File: config.mk
export PLATFORM = sky130hd
export DESIGN_NAME = bit_manipulation_unit
export DESIGN_NICKNAME = d
export VERILOG_FILES = /design/src/bit_manip_pkg.sv /design/src/bit_sel_if.sv /design/src/bit_select_decoder.sv /design/src/bit_manipulation_unit.sv
export SDC_FILE = /design/constraint.sdc
export NUM_CORES = 1
export LEC_CHECK = 0
export ABC_AREA = 1
export ABC_CLOCK_PERIOD_IN_PS = 1250
export BUFFER_PORTS_ARGS = -buffer_cell sky130_fd_sc_hd__buf_2
export CAP_MARGIN = 0
export CORE_ASPECT_RATIO = 0.75
export CORE_MARGIN = 8
export CORE_UTILIZATION = 53
export CTS_CLUSTER_DIAMETER = 100
export CTS_CLUSTER_SIZE = 24
export DETAILED_ROUTE_END_ITERATION = 10
export GPL_TIMING_DRIVEN = 0
export PLACE_DENSITY = 0.85
export SLEW_MARGIN = 20
export SYNTH_ARGS = -nofsm -noshare
export SYNTH_HDL_FRONTEND = slang
export SYNTH_SLANG_ARGS = --single-unit
File: constraint.sdc
create_clock -name i_sys_clk -period 1.25 [get_ports i_sys_clk]
set_input_delay 0.1875 -clock i_sys_clk [delete_from_list [all_inputs] [get_ports i_sys_clk]]
set_output_delay 0.1875 -clock i_sys_clk [all_outputs]
set_load 0.02 [all_outputs]
File: src/bit_manip_pkg.sv
// Package with operation codes, widths and reset values of the bit manipulation unit
package bit_manip_pkg;

    // ==========================================================
    // Widths
    localparam int DATA_W = 8;
    localparam int IDX_W = 3;
    localparam int OP_W = 3;

    // ==========================================================
    // Operation codes presented by the decoder
    localparam logic [OP_W-1:0] OP_NONE = 3'h0;
    localparam logic [OP_W-1:0] OP_COND_BIT_CLEAR = 3'h1;
    localparam logic [OP_W-1:0] OP_BIT_INVERT = 3'h2;
    localparam logic [OP_W-1:0] OP_BIT_TEST = 3'h3;
    localparam logic [OP_W-1:0] OP_CARRY_AND_BIT = 3'h4;
    localparam logic [OP_W-1:0] OP_CARRY_AND_INVERTED_BIT = 3'h5;
    localparam logic [OP_W-1:0] OP_CARRY_OR_BIT = 3'h6;

    // ==========================================================
    // Reset values of the result registers
    localparam logic [DATA_W-1:0] RESULT_RST = 8'h00;
    localparam logic FLAG_RST = 1'h0;
    localparam logic STROBE_RST = 1'h0;

endpackage

File: src/bit_sel_if.sv
// Interface carrying the bit index, operand and decoded bit between the modules
`timescale 1ns/100ps
interface bit_sel_if;
    logic [bit_manip_pkg::IDX_W-1:0] index;
    logic [bit_manip_pkg::DATA_W-1:0] operand;
    logic [bit_manip_pkg::DATA_W-1:0] mask;
    logic selected_bit;

    // Requester drives index and operand, decoder answers
    modport requester (
        output index,
        output operand,
        input mask,
        input selected_bit
    );
    modport decoder (
        input index,
        input operand,
        output mask,
        output selected_bit
    );
endinterface

File: src/bit_select_decoder.sv
// One-hot mask decoder and bit picker for the selected operand bit
`timescale 1ns/100ps
module bit_select_decoder (
    bit_sel_if.decoder sel
);

    // ==========================================================
    // One-hot decode, used for both the mask and the bit pick
    function automatic logic [bit_manip_pkg::DATA_W-1:0] one_hot(
        input logic [bit_manip_pkg::IDX_W-1:0] idx
    );
        logic [bit_manip_pkg::DATA_W-1:0] m;
        m = '0;
        m[idx] = 1'h1;
        return m;
    endfunction

    // Pure combinational: no added latency on the operand path
    always_comb begin
        sel.mask = one_hot(sel.index);
        sel.selected_bit = |(sel.operand & one_hot(sel.index));
    end

endmodule

File: src/bit_manipulation_unit.sv
// Byte-wide bit manipulation datapath: conditional clear, invert, test and carry ops
// Function
// - Conditional clear forces selected bit to 0; index from immediate or register.
// - Condition for the conditional clear is taken from the zero flag.
// - Bit invert complements exactly one selected bit; index immediate or register.
// - Bit test loads zero flag with inverse of selected bit; operand unchanged.
// - Carry-AND sets carry to carry AND selected bit; immediate index only.
// - Carry-AND-inverse sets carry to carry AND NOT selected bit; immediate index.
// - Carry-OR sets carry to carry OR selected bit; immediate index only.
`timescale 1ns/100ps
module bit_manipulation_unit (
    // Clock and reset
    input wire logic i_sys_clk,
    input wire logic i_rst,
    // Operation request from the decoder
    input wire logic i_valid,
    input wire logic [bit_manip_pkg::OP_W-1:0] i_op,
    input wire logic [bit_manip_pkg::IDX_W-1:0] i_bit_imm,
    input wire logic [bit_manip_pkg::DATA_W-1:0] i_bit_reg,
    input wire logic i_index_from_reg,
    input wire logic i_clear_when_zero,
    // Operand and current flags
    input wire logic [bit_manip_pkg::DATA_W-1:0] i_operand,
    input wire logic i_zero_flag,
    input wire logic i_carry_flag,
    // Results
    output logic o_done,
    output logic [bit_manip_pkg::DATA_W-1:0] o_result,
    output logic o_result_we,
    output logic o_zero_flag,
    output logic o_zero_we,
    output logic o_carry_flag,
    output logic o_carry_we
);

    // ==========================================================
    // Operation decode helpers
    // True for the three ops that fold a bit into the carry flag
    function automatic logic is_carry_op(
        input logic [bit_manip_pkg::OP_W-1:0] op
    );
        logic hit;
        hit = (op == bit_manip_pkg::OP_CARRY_AND_BIT) ||
              (op == bit_manip_pkg::OP_CARRY_AND_INVERTED_BIT) ||
              (op == bit_manip_pkg::OP_CARRY_OR_BIT);
        return hit;
    endfunction

    // True when a live request carries the given op code
    function automatic logic op_hit(
        input logic valid,
        input logic [bit_manip_pkg::OP_W-1:0] op,
        input logic [bit_manip_pkg::OP_W-1:0] code
    );
        logic hit;
        hit = valid && (op == code);
        return hit;
    endfunction

    // ==========================================================
    // Decoded request strobes
    logic do_clear;
    logic do_invert;
    logic do_test;
    logic do_carry_and;
    logic do_carry_andn;
    logic do_carry_or;

    // One strobe per op; op codes 0 and 7 raise none and only complete
    // Decoding once here keeps every state group below free of op-code compares
    assign do_clear = op_hit(i_valid, i_op, bit_manip_pkg::OP_COND_BIT_CLEAR);
    assign do_invert = op_hit(i_valid, i_op, bit_manip_pkg::OP_BIT_INVERT);
    assign do_test = op_hit(i_valid, i_op, bit_manip_pkg::OP_BIT_TEST);
    assign do_carry_and = op_hit(i_valid, i_op, bit_manip_pkg::OP_CARRY_AND_BIT);
    assign do_carry_andn = op_hit(i_valid, i_op, bit_manip_pkg::OP_CARRY_AND_INVERTED_BIT);
    assign do_carry_or = op_hit(i_valid, i_op, bit_manip_pkg::OP_CARRY_OR_BIT);

    // ==========================================================
    // Bit index selection and decode
    bit_sel_if sel ();

    logic carry_op;
    logic cond_met;

    // Carry ops only take the immediate index; a register index is ignored for them
    assign carry_op = is_carry_op(i_op);
    assign sel.index = (i_index_from_reg && !carry_op) ?
                       i_bit_reg[bit_manip_pkg::IDX_W-1:0] : i_bit_imm;
    assign sel.operand = i_operand;
    // Condition true when Z matches the polarity the decoder asked for
    assign cond_met = (i_zero_flag == i_clear_when_zero);

    // Shared decoder: one mask for the byte ops, one picked bit for the flag ops
    bit_select_decoder u_dec (
        .sel(sel)
    );

    // ==========================================================
    // Completion strobe group
    logic done_r;
    logic done_nxt;

    // Every taken request completes one cycle later, whatever its op code
    always_comb begin
        done_nxt = i_valid;
    end

    // Resets low so no phantom completion is seen as reset lifts
    always_ff @(posedge i_sys_clk or posedge i_rst) begin
        if (i_rst) begin
            done_r <= bit_manip_pkg::STROBE_RST;
        end else begin
            done_r <= done_nxt;
        end
    end

    // ==========================================================
    // Result byte group: conditional clear and bit invert
    logic [bit_manip_pkg::DATA_W-1:0] result_r;
    logic [bit_manip_pkg::DATA_W-1:0] result_nxt;
    logic result_we_r;
    logic result_we_nxt;

    // The byte holds between clear and invert requests; the write strobe lasts one cycle only
    always_comb begin
        result_nxt = result_r;
        result_we_nxt = 1'h0;
        if (do_clear) begin
            // An unmet condition shows the untouched byte but never writes it
            result_nxt = i_operand;
            if (cond_met) begin
                result_nxt = i_operand & ~sel.mask;
                result_we_nxt = 1'h1;
            end
        end else if (do_invert) begin
            result_nxt = i_operand ^ sel.mask;
            result_we_nxt = 1'h1;
        end
    end

    // Registers only; all decisions live in the block above
    always_ff @(posedge i_sys_clk or posedge i_rst) begin
        if (i_rst) begin
            result_r <= bit_manip_pkg::RESULT_RST;
            result_we_r <= bit_manip_pkg::STROBE_RST;
        end else begin
            result_r <= result_nxt;
            result_we_r <= result_we_nxt;
        end
    end

    // ==========================================================
    // Zero flag group: bit test
    logic zero_r;
    logic zero_nxt;
    logic zero_we_r;
    logic zero_we_nxt;

    // Only the test writes Z; the operand passes through untouched
    // The incoming Z is not folded in: the test overwrites it outright
    always_comb begin
        zero_nxt = zero_r;
        zero_we_nxt = 1'h0;
        if (do_test) begin
            zero_nxt = ~sel.selected_bit;
            zero_we_nxt = 1'h1;
        end
    end

    // Registers only
    always_ff @(posedge i_sys_clk or posedge i_rst) begin
        if (i_rst) begin
            zero_r <= bit_manip_pkg::FLAG_RST;
            zero_we_r <= bit_manip_pkg::STROBE_RST;
        end else begin
            zero_r <= zero_nxt;
            zero_we_r <= zero_we_nxt;
        end
    end

    // ==========================================================
    // Carry flag group: carry-AND, carry-AND-inverse and carry-OR
    logic carry_r;
    logic carry_nxt;
    logic carry_we_r;
    logic carry_we_nxt;

    // The three carry ops exclude each other by op code, so priority is moot
    always_comb begin
        carry_nxt = carry_r;
        carry_we_nxt = 1'h0;
        if (do_carry_and) begin
            carry_nxt = i_carry_flag & sel.selected_bit;
            carry_we_nxt = 1'h1;
        end else if (do_carry_andn) begin
            carry_nxt = i_carry_flag & ~sel.selected_bit;
            carry_we_nxt = 1'h1;
        end else if (do_carry_or) begin
            carry_nxt = i_carry_flag | sel.selected_bit;
            carry_we_nxt = 1'h1;
        end
    end

    // Registers only
    always_ff @(posedge i_sys_clk or posedge i_rst) begin
        if (i_rst) begin
            carry_r <= bit_manip_pkg::FLAG_RST;
            carry_we_r <= bit_manip_pkg::STROBE_RST;
        end else begin
            carry_r <= carry_nxt;
            carry_we_r <= carry_we_nxt;
        end
    end

    // ==========================================================
    // Outputs
    // Every output comes straight from a flip-flop, so no glitch reaches write-back
    assign o_done = done_r;
    assign o_result = result_r;
    assign o_result_we = result_we_r;
    assign o_zero_flag = zero_r;
    assign o_zero_we = zero_we_r;
    assign o_carry_flag = carry_r;
    assign o_carry_we = carry_we_r;

endmodule

==> flow_metrics.py <==
metrics = {
    "run_status": {
        "status": "complete, but fails checks",
        "violations": "setup timing",
    },
    "synthesis": {
        "ys_warn_count": 0,
        "synthXorXnorAreaFrac_pct": 0,
        "yosys.cell_count.top_type": "nand2_1",
        "yosysSeqAreaShare_pct": 30.0,
        "synth-simple-area-share_pct": 28.5,
        "postSynthCellCount": 164,
        "synth.area.top_cells": "dfrtp_1, ha_1, nand2_1",
        "synth_mux_area_share_pct": 0.964,
        "syn_area_sq_mm": 0.00117,
        "syn_nets": 209,
        "synth_fa_ha_area_share_pct": 17.1,
        "synth_top_cell_area_share_pct": 30.0,
        "synth_edf_count": 0,
        "syn-mean-instance-area_sq_um": 7.13,
        "ys_top_cells_by_count": "nand2_1, nor2_1, inv_1",
        "synth_top_family_by_area": "simple AND/OR/NAND/NOR gates",
        "synthFlopType": "dfrtp_1",
        "ys_types": 21,
        "synth_compound_area_share_pct": 12.2,
        "synth_top_cell_by_area": "dfrtp_1",
        "synth-seq-cells": 14,
        "synthArstFlopShare_pct": 100,
    },
    "clock_tree": {
        "clock_latency_ns": 0.30,
        "cts.sinks": 14,
        "clk_pin_slew_ns": 0.09,
        "numCtsBuffers": 3,
        "cts_tree": "built",
        "root_buffer": "clkbuf_4",
        "cts.htree.levels": 1,
        "clockBufferDepth": 2,
    },
    "worst_setup_path": {
        "crit_start": "i_op[1]",
        "reg2reg_depth": 1,
        "crit_path_max_fanout": 6,
        "r2r-end": "o_zero_flag$_DFFE_PP0P_",
        "crit_chain": "buf_8 > nand2_8 > nand2_4 > nand2_8 > o21ai_4 > inv_2 > nor2_4 > nand2_2 > inv_2 > ha_4 > nor2_2 > nand2_2 > nor2_4 > buf_4 > mux2_4",
        "reg2reg_slack_ns": 0.48,
        "cpPeakStageDelay_ns": 0.25,
        "reg2reg_from": "o_zero_flag$_DFFE_PP0P_",
        "critPathKind": "in -> reg",
        "critPathSlowestCell": "mux2_4",
        "cp.required_ns": 1.44,
        "cp-end-kind": "flip-flop",
        "crit_arrival_ns": 1.84,
        "endpoint": "o_zero_flag$_DFFE_PP0P_",
        "startpoint_type": "primary input",
    },
    "grt": {
        "grt_max_degree": 15,
        "grtUsageTotal_pct": 18.5,
        "grt_pass1_vias": 1340,
        "grt_pass1_wl_um": 6090,
        "grt.overflow.total": 0,
        "antenna_found_initial": 0,
    },
    "sta": {
        "period_share_pct": 132,
        "worst_pin_slew_ns": 0.534,
        "slew_headroom_pct": 64.4,
        "slew_violations": 0,
        "fmax_ghz": 0.606,
        "worst_hold_slack_ns": 0.0502,
        "finalClockSkew_ns": 0,
        "fin_ws_ns": -0.401,
        "hold_violations": 0,
        "setup_viol": 10,
        "period_minus_slack_ns": 1.65,
        "setup_tns_ns": -3.03,
        "rsz0062_at_grt": "yes",
    },
    "detailed_routing": {
        "vias": 1529,
        "drc": 0,
        "dr.pass1.iters": 6,
        "wire_per_inst_um": 22.9,
        "vias_per_cell": 6.29,
        "drtAntennaViolNets": 0,
        "drtIter0Drc": 128,
        "routed_wl_um": 5570,
    },
    "cells_and_area": {
        "layout-drive-gt1-share_pct": 57.5,
        "stdcell_count": 243,
        "diodes": 0,
        "fin_util_pct": 93.8,
        "flow.area_growth_from_synthesis_pct": 64.6,
        "design_area_sq_mm": 0.00192,
        "multi_input_area_sq_mm": 0.00103,
        "seq_area_sq_um": 350,
        "layout.nets": 265,
        "num-fill-cells": 61,
    },
    "die": {
        "die_area_sq_mm": 0.00398,
        "die_y_um": 56.7,
        "core_sq_mm": 0.00205,
        "start_util_pct": 57.0,
        "ios": 43,
        "dieWidth_um": 70.2,
        "row_count": 14,
    },
    "placed_design": {
        "place_area_sq_mm": 0.00142,
        "dp_cells": 225,
        "port_buffers": 37,
        "dp_hpwl_um": 2510,
        "gp_congestion": 0.849,
    },
    "flow_run": {
        "max_cap_viol_count": 0,
    },
    "power": {
        "ir_worst_vdd_v": 0.00128,
        "p_per_area_mw_per_mm2": 958,
        "leakagePower_uw": 0.000960,
    },
    "worst_hold_path": {
        "hold_path.class": "in -> reg",
        "hold_start": "i_valid",
    },
}
## registers in the layout, indices dropped and copies added (netlist names)
name          cells
o_result          8
o_carry_flag      1
o_carry_we        1
o_result_we       1
o_zero_we         1
o_done            1
o_zero_flag       1
## routing by layer
metal / wire length, um / vias to the layer above / global-route usage, %
li1: - / 619 / -
met1: 2020 / 714 / 20.7
met2: 2560 / 145 / 32.2
met3: 650 / 51 / 3.51
met4: 342 / 0 / 9.71
met5: 0 / - / 0
## critical path: cells and delay by family
family | cells | cell delay (ns)
simple gates | 8 | 0.60
buf+inv | 4 | 0.42
mux | 1 | 0.25
compound gates | 1 | 0.22
fa+ha+maj | 1 | 0.13
## what timing repair did
item / 4_1_cts / 5_1_grt
setup buffers: 11 / 3
hold buffers: 1 / 0
hold endpoints to repair: 14 / 0
resized for setup: 33 / 57
endpoints found under the setup margin: 10 / 10
pin swaps: 21 / 36
## logic make-up (layout without fill, tap and decap cells)
family,Yosys count,in the layout
compound gates,22,22
fa+ha+maj,16,16
buf+inv,33,88
flops,14,14
mux,1,1
simple gates,78,78
## area by class of cell
cell class,count,share of cell area [%]
Buffer,2,0.651
Inverter,31,6.44
Tap cell,24,1.56
Timing Repair Buffer,51,17.4
Sequential cell,14,18.2
Clock buffer,4,1.89
Multi-Input combinational cell,117,53.8
## cells in the final DEF, fill, tap and decap left out, types with 4 or more instances in the layout
master,n
nand2_4,7
nand3_1,4
nor2_4,8
nand2_1,20
dfrtp_1,14
nor2_2,5
nor2_1,21
ha_4,11
buf_2,35
a21oi_2,6
buf_4,11
buf_6,4
inv_1,16
inv_2,12
nand2_2,8
o211ai_1,8
## how the worst min path moves through the flow
stage,endpoint,slack [ns],cells after the start
floorplan,o_carry_flag$_DFFE_PP0P_,0.08,1
global placement,o_zero_flag$_DFFE_PP0P_,0.23,2
detailed placement,o_zero_flag$_DFFE_PP0P_,0.25,2
CTS,o_done$_DFF_PP0_,0.05,1
global route,o_done$_DFF_PP0_,0.04,1
finish,o_done$_DFF_PP0_,0.05,1
## stage by stage
stage,setup WS [ns],total power [uW]
after floorplan,-0.252,965
after global placement,-0.601,1150
after detailed placement,-0.726,1180
after CTS,-0.283,1590
after global routing,-0.449,1900
final,-0.401,1840
## where the power goes
part / leakage (uW) / switching [uW] / total, uW / internal [uW]
Clock: 0.0000210 / 171 / 349 / 178
Combinational: 0.000774 / 565 / 905 / 341
Sequential: 0.000165 / 50.0 / 587 / 537
No activity file was read; power rests on OpenSTA's default activity.
